--- src/hdl/serial_setup_defines.svh ---
`ifndef SERIAL_SETUP_DEFINES_SVH
`define SERIAL_SETUP_DEFINES_SVH

// Clock rate and baud divisors (clk cycles per bit)
`define CLK_HZ 100000000
`define BAUD_4800 4800
`define BAUD_9600 9600
`define BAUD_19200 19200
`define BAUD_38400 38400
`define DIV_W 16
`define DIVISOR(b) (((`CLK_HZ) + (b) / 2) / (b))
// Baud selector codes: 2'b00 all switches off
`define BSEL_OFF 2'h0
`define BSEL_9600 2'h1
`define BSEL_19200 2'h2
`define BSEL_38400 2'h3
// Frame layout: N-8-1
`define DATA_BITS 8
`define BIT_CNT_W 4
// Unit identification
`define UNIT_ID_W 4
`define UNIT_ID_DEFAULT 4'h1
`define UNIT_ID_MIN 4'h1
`define UNIT_ID_MAX 4'h9
// Axis card identification
`define AXIS_ID_W 3
`define AXIS_ID_MIN 3'h1
`define AXIS_ID_MAX 3'h4
`define AXIS_CARDS 4

`endif

--- src/hdl/serial_setup_pkg.sv ---
package serial_setup_pkg;
  `include "serial_setup_defines.svh"

  typedef enum logic [3:0] {
    TX_IDLE = 4'b0001,
    TX_START = 4'b0010,
    TX_DATA = 4'b0100,
    TX_STOP = 4'b1000
  } tx_state_t;

  typedef logic [`DIV_W-1:0] divisor_t;
endpackage

--- src/hdl/byte_stream_if.sv ---
// Byte stream with valid/ready into a transmitter, from the host buffer or straight from the aux inputs
interface byte_stream_if;
  logic valid;
  logic ready;
  logic [7:0] data;
  modport source (output valid, output data, input ready);
  modport sink (input valid, input data, output ready);
endinterface

--- src/hdl/n81_tx.sv ---
// N-8-1 transmitter: start bit, eight data bits LSB first, one stop bit
module n81_tx
  import serial_setup_pkg::*;
(
  input wire logic clk, // System clock
  input wire logic rst_n, // Synchronous reset, active low
  input wire divisor_t divisor, // Clocks per bit
  byte_stream_if.sink in, // Words to send
  output logic txd // Serial line, idles high
);
  typedef struct packed {
    tx_state_t state;
    divisor_t cnt;
    logic [`BIT_CNT_W-1:0] bitIdx;
    logic [7:0] shift;
    logic txd;
  } tx_reg_t;

  tx_reg_t cur;
  tx_reg_t next_cur;

  assign in.ready = (cur.state == TX_IDLE);
  assign txd = cur.txd;

  // Bit timer and framing; no parity bit is ever inserted
  always_comb
  begin
    next_cur = cur;
    case (cur.state)
      TX_IDLE:
      begin
        next_cur.txd = 1'b1;
        if (in.valid)
        begin
          next_cur.shift = in.data;
          next_cur.cnt = divisor - divisor_t'(1);
          next_cur.txd = 1'b0;
          next_cur.state = TX_START;
        end
      end
      TX_START, TX_DATA:
      begin
        if (cur.cnt == '0)
        begin
          next_cur.cnt = divisor - divisor_t'(1);
          if (cur.state == TX_START)
          begin
            next_cur.bitIdx = '0;
            next_cur.state = TX_DATA;
            next_cur.txd = cur.shift[0];
          end
          else if (cur.bitIdx == `BIT_CNT_W'(`DATA_BITS - 1))
          begin
            next_cur.txd = 1'b1; // Single stop bit
            next_cur.state = TX_STOP;
          end
          else
          begin
            next_cur.shift = {1'b0, cur.shift[7:1]};
            next_cur.bitIdx = cur.bitIdx + `BIT_CNT_W'(1);
            next_cur.txd = cur.shift[1];
          end
        end
        else
          next_cur.cnt = cur.cnt - divisor_t'(1);
      end
      TX_STOP:
      begin
        if (cur.cnt == '0)
          next_cur.state = TX_IDLE;
        else
          next_cur.cnt = cur.cnt - divisor_t'(1);
      end
      default:
        next_cur.state = TX_IDLE;
    endcase
  end

  // State register
  always_ff @(posedge clk)
  begin
    if (!rst_n)
    begin
      cur.state <= TX_IDLE;
      cur.cnt <= '0;
      cur.bitIdx <= '0;
      cur.shift <= '0;
      cur.txd <= 1'b1;
    end
    else
      cur <= next_cur;
  end
endmodule

--- src/hdl/serial_port_setup_select.sv ---
// Functional notes
// - Host baud selector sampled once at power-up; later changes ignored.
// - Selector decodes 9600, 19200, 38400; all switches off gives 4800.
// - Shipped selector setting yields 9600 baud on the host port.
// - Host port frames are no parity, eight data, one stop bit.
// - Auxiliary port frames are also no parity, eight data, one stop.
// - Auxiliary port runs 9600 by default; port-setting command changes it.
// - Host electrical standard select; single-ended is the shipped default.
// - Auxiliary electrical standard by jumper; differential multidrop by default.
// - Unit ID captured at power-up and on each system reset command.
// - Shipped unit ID selector presents one, the first chain unit.
// - All motion inhibited unless the motion-clear input is asserted.
module serial_port_setup_select
  import serial_setup_pkg::*;
(
  input wire logic clk, // 100 MHz system clock
  input wire logic rst_n, // Power-up reset, synchronous, active low
  input wire logic [1:0] baudSelect, // Host baud switches, 00 = all off
  input wire logic hostDiffSelect, // 1 = differential multidrop on host port
  input wire logic auxSingleEndedJumper, // 1 = single-ended on aux port
  input wire logic [`UNIT_ID_W-1:0] unitIdSwitch, // Unit ID selector
  input wire logic systemResetCmd, // Pulse: system reset command received
  input wire logic portSettingCommand, // Pulse: load new aux rate
  input wire logic [1:0] portSettingRate, // Rate code for the aux port
  input wire logic motion_clear_input, // High when tied to its return
  input wire logic [`AXIS_CARDS*`AXIS_ID_W-1:0] axisCardIds, // Card IDs, 0 = absent
  input wire logic hostTxValid, // Host-port word offered
  input wire logic [7:0] hostTxData, // Host-port word
  output logic hostTxReady, // Buffer can take a word
  input wire logic auxTxValid, // Aux-port word offered
  input wire logic [7:0] auxTxData, // Aux-port word
  output logic auxTxReady, // Aux port can take a word
  output logic hostTxd, // Host serial line out
  output logic auxTxd, // Aux serial line out
  output logic [`DIV_W-1:0] hostDivisor, // Host clocks per bit
  output logic [`DIV_W-1:0] auxDivisor, // Aux clocks per bit
  output logic hostDiffMode, // Host driver in differential mode
  output logic auxDiffMode, // Aux driver in differential mode
  output logic [`UNIT_ID_W-1:0] unitId, // Captured unit ID
  output logic unitIdValid, // Captured ID lies in 1..9
  output logic axisIdsValid, // Card IDs distinct, none above four, and one present
  output logic motionEnable // Motion permitted
);
  // Captured configuration, buffer entry count and storage kept as one state struct
  typedef struct packed {
    logic sampled;
    divisor_t hostDiv;
    divisor_t auxDiv;
    logic hostDiff;
    logic auxDiff;
    logic [`UNIT_ID_W-1:0] unitId;
    logic [1:0] bufCount;
    logic bufHead;
    logic [1:0][7:0] bufMem;
    logic motionEnable;
    logic axisOk;
  } top_reg_t;

  top_reg_t cur;
  top_reg_t next_cur;
  logic bufPush;
  logic bufPop;
  logic [`AXIS_CARDS-1:0] idOne;
  logic [`AXIS_CARDS-1:0] idClash;

  byte_stream_if hostStream();
  byte_stream_if auxStream();

  // Rate code to divisor, shared by host switches and aux command
  function automatic divisor_t rate_divisor(input logic [1:0] code);
    case (code)
      `BSEL_9600: rate_divisor = divisor_t'(`DIVISOR(`BAUD_9600));
      `BSEL_19200: rate_divisor = divisor_t'(`DIVISOR(`BAUD_19200));
      `BSEL_38400: rate_divisor = divisor_t'(`DIVISOR(`BAUD_38400));
      default: rate_divisor = divisor_t'(`DIVISOR(`BAUD_4800));
    endcase
  endfunction

  // Per-card checks: each slot compared with every other one
  genvar gi;
  generate
    for (gi = 0; gi < `AXIS_CARDS; gi++)
    begin : g_card
      logic [`AXIS_ID_W-1:0] myId;
      logic [`AXIS_CARDS-1:0] clash;
      assign myId = axisCardIds[gi*`AXIS_ID_W +: `AXIS_ID_W];
      assign idOne[gi] = (myId == `AXIS_ID_MIN);
      for (genvar gj = 0; gj < `AXIS_CARDS; gj++)
      begin : g_peer
        // Absent cards (ID 0) never clash; out-of-range IDs always flag
        assign clash[gj] = (gj != gi) && (myId != '0)
          && (myId == axisCardIds[gj*`AXIS_ID_W +: `AXIS_ID_W]);
      end
      assign idClash[gi] = (|clash) || (myId > `AXIS_ID_MAX);
    end
  endgenerate

  // Two-entry buffer in the host transmit path
  assign hostTxReady = (cur.bufCount != 2'h2);
  assign bufPush = hostTxValid && hostTxReady;
  assign bufPop = hostStream.valid && hostStream.ready;
  assign hostStream.valid = (cur.bufCount != 2'h0);
  assign hostStream.data = cur.bufMem[cur.bufHead];

  // Aux words pass straight to its transmitter
  assign auxStream.valid = auxTxValid;
  assign auxStream.data = auxTxData;
  assign auxTxReady = auxStream.ready;

  // Next state for configuration capture and buffer
  always_comb
  begin
    next_cur = cur;
    if (!cur.sampled)
    begin
      next_cur.sampled = 1'b1;
      next_cur.hostDiv = rate_divisor(baudSelect);
      next_cur.hostDiff = hostDiffSelect;
      next_cur.auxDiff = !auxSingleEndedJumper;
      next_cur.unitId = unitIdSwitch;
    end
    else if (systemResetCmd)
      next_cur.unitId = unitIdSwitch;
    if (portSettingCommand)
      next_cur.auxDiv = rate_divisor(portSettingRate);
    if (bufPush)
      next_cur.bufMem[cur.bufHead ^ cur.bufCount[0]] = hostTxData;
    if (bufPop)
      next_cur.bufHead = !cur.bufHead;
    case ({bufPush, bufPop})
      2'b10: next_cur.bufCount = cur.bufCount + 2'h1;
      2'b01: next_cur.bufCount = cur.bufCount - 2'h1;
      default: next_cur.bufCount = cur.bufCount;
    endcase
    next_cur.axisOk = (|idOne) && !(|idClash);
    next_cur.motionEnable = motion_clear_input;
  end

  // Reset loads shipped defaults; straps are caught the cycle after release
  always_ff @(posedge clk)
  begin
    if (!rst_n)
    begin
      cur.sampled <= 1'b0;
      cur.hostDiv <= divisor_t'(`DIVISOR(`BAUD_9600));
      cur.auxDiv <= divisor_t'(`DIVISOR(`BAUD_9600));
      cur.hostDiff <= 1'b0;
      cur.auxDiff <= 1'b1;
      cur.unitId <= `UNIT_ID_DEFAULT;
      cur.bufCount <= 2'h0;
      cur.bufHead <= 1'b0;
      cur.bufMem <= '0;
      cur.motionEnable <= 1'b0;
      cur.axisOk <= 1'b0;
    end
    else
      cur <= next_cur;
  end

  // Host transmitter only runs once the rate has been latched
  n81_tx hostTx (
    .clk(clk),
    .rst_n(rst_n),
    .divisor(cur.hostDiv),
    .in(hostStream),
    .txd(hostTxd)
  );

  // Aux transmitter
  n81_tx auxTx (
    .clk(clk),
    .rst_n(rst_n),
    .divisor(cur.auxDiv),
    .in(auxStream),
    .txd(auxTxd)
  );

  assign hostDivisor = cur.hostDiv;
  assign auxDivisor = cur.auxDiv;
  assign hostDiffMode = cur.hostDiff;
  assign auxDiffMode = cur.auxDiff;
  assign unitId = cur.unitId;
  // Chain IDs outside 1..9 are flagged for the host to fix
  assign unitIdValid = (cur.unitId >= `UNIT_ID_MIN) && (cur.unitId <= `UNIT_ID_MAX);
  assign axisIdsValid = cur.axisOk;
  assign motionEnable = cur.motionEnable;
endmodule

--- config.mk ---
export PLATFORM = sky130hd
export DESIGN_NAME = serial_port_setup_select
export DESIGN_NICKNAME = d
export VERILOG_FILES = /design/src/hdl/serial_setup_pkg.sv /design/src/hdl/byte_stream_if.sv /design/src/hdl/n81_tx.sv /design/src/hdl/serial_port_setup_select.sv
export VERILOG_INCLUDE_DIRS = /design/src /design/src/hdl
export SDC_FILE = /design/constraint.sdc
export NUM_CORES = 1
export LEC_CHECK = 0
export ABC_CLOCK_PERIOD_IN_PS = 4450
export BUFFER_PORTS_ARGS = -buffer_cell sky130_fd_sc_hd__buf_2
export CAP_MARGIN = 20
export CORE_UTILIZATION = 60
export CTS_CLUSTER_SIZE = 40
export DETAILED_ROUTE_END_ITERATION = 12
export PLACE_DENSITY = 0.8
export SLEW_MARGIN = 20
export SYNTH_ARGS = -nofsm -noshare
export SYNTH_HDL_FRONTEND = slang
export SYNTH_SLANG_ARGS = --single-unit
--- constraint.sdc ---
create_clock -name clk -period 4.45 [get_ports clk]
set_input_delay 0.89 -clock clk [delete_from_list [all_inputs] [get_ports clk]]
set_output_delay 0.89 -clock clk [all_outputs]
set_load 0.02 [all_outputs]
==> impl_results.md <==
* Endpoint type of the worst setup path: flop
* Area taken by flip-flops and latches at ~2300 um^2
* Path type of the worst min-delay path: flop to flop
* Multi-input combinational cell area at 3780 um^2
* Top-area cell type share of the netlist area at 34.6%
* Core area at around 10000 um^2
* Relative max-transition margin at 27.8%
* Number of DRC violations after detailed-routing iteration 0 at 550
* Total Die Area at ~11000 um^2
* Worst slack, placed at approximately 1600 ps
* Total DRC errors in the routed layout at 0
* Port buffer count at 85
* Worst setup skew after layout at roughly 9.7 ps
* Kind of cell adding the most delay to the critical path: compound AO/OA/AOI/OAI gates
* First-pass GRT wire length at ~27000 um
* Detail-routed net length per standard cell at roughly 16 um
* Area growth syn-to-layout at 11.9%
* Most instantiated flip-flop cell in the synthesis netlist: dfxtp_1
* Setup ws final at approximately 1500 ps
* Post-synthesis register bit count at ~110
* Data required time at the worst endpoint at 4870 ps
* Number of flops mapped to enable cells by yosys at 0
* Maximum frequency from static timing analysis at ~0.34 GHz
* Reg-to-reg setup timing slack at around 1500 ps
* Max-cap violations at 0
* Startpoint class of the critical path: flop
* Vias per std cell at a little over 6
* Layout cells sized above 1 at ~17%
* Hold Fails Final Rpt at 0
* Total number of yosys warnings at 0
* Crit path buf inv count at 2
* Gr ovfl total at 0
* Placed instance count at roughly 960
* Total clock sinks at about 110
* Detailed-placement wirelength estimate at 10800 um
* Ordered list of cells on the worst path: inv_1 -> ha_1 -> nor3b_1 -> nand3_2 -> o31ai_4 -> buf_4 -> o21ai_0 -> a32o_1
* Antenna violations before repair at 0
* Total of hold buffers inserted after clock tree synthesis at 0
* Mapped Cells at a little over 800
* Power per Cell Area at approximately 600 nW/um^2
* Synthesized area divided by synthesized cell count at between 8 and 9 um^2
* Maximum number of pins on one net before global-route repair at between 60 and 70
* Number of nets still failing antenna checks after routing at 0
* CTS tree: yes
* Master of the slowest instance on the critical path: o31ai_4
* Die height at between 100 and 150 um
* Resize count post-CTS at 0
* RSZ-0062 raised after global routing: false
* Initial core utilization at approximately 63%
* Via total after detailed routing at ~6000
* Final total negative setup slack at 0 ps
* # IOs at 90
* Data arrival, critical path at between 3000 and 4000 ps
* Number of setup violations in the final report at 0
* Peak supply drop at approximately 0.00036 V
* Maximum number of buffers from clock root to sink at 2
* Cell type contributing the most total cell area after synthesis: dfxtp_1
* Slew of the pin with the lowest slew margin at around 1100 ps
* Async set-reset flop share out of synthesis at 0%
* Placement row count at 37
* Cell at the root of the clock tree: clkbuf_8
* Placed standard-cell area at about 7000 um^2
* CTS H-tree depth at 4
* Final Net Count at roughly 900
* All-layer global routing usage at 28.7%
* Sequential fraction of the synthesis area at around 35%
* Number of slew-limit violations in the final report at 0
* Status: finished, final reports clean
* Final non-filler cell area at about 7400 um^2
* Total standard cell area after synthesis at about 6600 um^2
* Final standard cell count with taps included and fillers excluded at about 1000
* Total inserted antenna cells at 0
* First drt pass iteration count at 6
* Clock latency at the later pin of the worst-skew pair at 540 ps
* Crit Path Class: flop to flop
* Largest cells by area after synthesis: dfxtp_1 35%, mux2i_1 7.6%, nor2_1 6.3%
* Post-synth cell types at between 70 and 80
* Number of clock buffers inserted by TritonCTS at 17
* Sum of routed wire length over all layers at approximately 16000 um
* Number of global-route vias before repair at 5802
* Worst stage delay on the critical path at 950 ps
* Post-route fraction of the period consumed by the critical path at ~66%
* Buffer count from post-CTS setup fixing at 0
* Leak Pwr at approximately 3 nW
* Period minus WS final at 2960 ps
* Maximum fanout along the worst path at 31
* Post-CTS clock slew at the launch and capture registers of the worst setup and hold paths at 60 ps
* Horizontal extent of the die at approximately 110 um
* Global placement routability congestion at roughly 0.94
* Number of filler cells placed in the layout at ~840
## sequential cells by signal, summed over array words and instances, names as in the netlist
name and cells:
auxTx.cur 32, hostTx.cur 32, cur 20, auxDivisor 10, hostDivisor 10, unitId 4
auxDiffMode 1, auxTx.txd 1, axisIdsValid 1, hostDiffMode 1, hostTx.txd 1, motionEnable 1
## cells in the final DEF (no fill, tap or decap), types with 5 or more instances in the layout
cell,instances
nand3_1,17
o211ai_1,7
a311oi_1,9
ha_1,17
mux2i_1,50
nand3b_1,5
dfxtp_1,114
o21ai_0,44
inv_1,26
and2_1,6
nor3_1,25
nor2b_1,11
o31ai_1,7
xnor2_1,16
o22ai_1,6
nand2_1,51
or4_1,6
xor2_1,7
o21a_1,8
a31oi_1,6
nor3b_1,5
a32o_1,9
buf_4,6
buf_2,85
nor4_1,10
clkbuf_16,16
nand2b_1,8
or3_1,7
nor2_1,110
a21oi_1,47
a211oi_1,10
nand4_1,7
## synth_stat cells (3+ instances only)
cell type,number
nand3_1,17
and2_1,6
nor3b_1,5
a32o_1,9
nand3b_1,5
nand4_1,7
nand2_1,51
nor4_2,4
xor2_1,7
clkbuf_1,28
nor4_1,10
a21oi_1,47
o21a_1,8
or4_1,6
a311oi_1,9
o31a_1,3
o221ai_1,3
dfxtp_1,114
o21ai_0,44
or2_2,4
nand2b_1,8
o32ai_1,3
mux2i_1,50
o22ai_1,6
nor2b_1,11
a21o_1,3
nor2_1,110
o31ai_1,7
o211ai_1,7
a31oi_1,6
or3_1,7
nor3_1,25
buf_2,10
inv_1,26
buf_4,36
nor4b_1,4
xnor2_1,16
ha_1,17
buf_1,5
a22oi_1,4
a211oi_1,10
## power by group
| part | switching, mW | internal, mW |
|---|---|---|
| clock | 0.498 | 0.811 |
| combinational | 1.01 | 0.577 |
| sequential | 0.197 | 1.21 |
| total | 1.70 | 2.60 |
## layout make-up
cell class                      count  share of cell area [%]
Multi-Input combinational cell    588                    51.3
Clock buffer                       20                    5.90
Clock inverter                     12                    1.83
Sequential cell                   114                    30.9
Tap cell                          136                    2.31
Timing Repair Buffer               91                    6.38
Inverter                           27                    1.37
## metal layers
layer	track usage (%)	vias up	wire, um
met2	48.6	237	7800
met4	11.5	0	293
met5	0	-	0
met1	34.8	2853	6680
met3	7.23	42	961
li1	-	2961	-
## path summary, 6_finish.rpt
kind / from / endpoint / depth (start not counted)
setup / recovery: auxTx.cur[13]$_SDFFE_PN0P_ / auxTx.cur[19]$_SDFFE_PN0P_ / 8
hold / removal: auxTx.cur[8]$_SDFFE_PN0P_ / auxTx.cur[7]$_SDFFE_PN0P_ / 2
setup reg to reg: auxTx.cur[13]$_SDFFE_PN0P_ / auxTx.cur[19]$_SDFFE_PN0P_ / 8
hold reg to reg: auxTx.cur[8]$_SDFFE_PN0P_ / auxTx.cur[7]$_SDFFE_PN0P_ / 2
## stage by stage
| stage | hold slack [ps] | utilization (%) | power (mW) |
|---|---|---|---|
| detailed placement | 466 | 65.0 | 2.96 |
| floorplan | 446 | - | 2.61 |
| global route | 497 | 70.5 | 4.54 |
| finish | 477 | 70.5 | 4.30 |
| global placement | 456 | 65.0 | 2.88 |
| CTS | 479 | 70.5 | 4.27 |
## worst min-delay path, stage by stage, from the launching register on
cell and delay, ps:
dfxtp_1 310, nand2_1 50, a311oi_1 70
## kinds of logic (layout without fill, tap and decap cells)
logic type | count (synthesis) | in the layout | synth area share, %
other | 1 | 4 | 0.0569
flip-flops | 114 | 114 | 34.6
XOR/XNOR | 23 | 23 | 3.06
AND/OR/NAND/NOR | 292 | 292 | 22.2
adder cells (fa/ha/maj) | 17 | 17 | 3.23
buffers and inverters | 106 | 150 | 8.28
AO/OA/AOI/OAI | 201 | 201 | 20.8
multiplexers | 51 | 51 | 7.77
No activity file was read; power rests on OpenSTA's default activity.
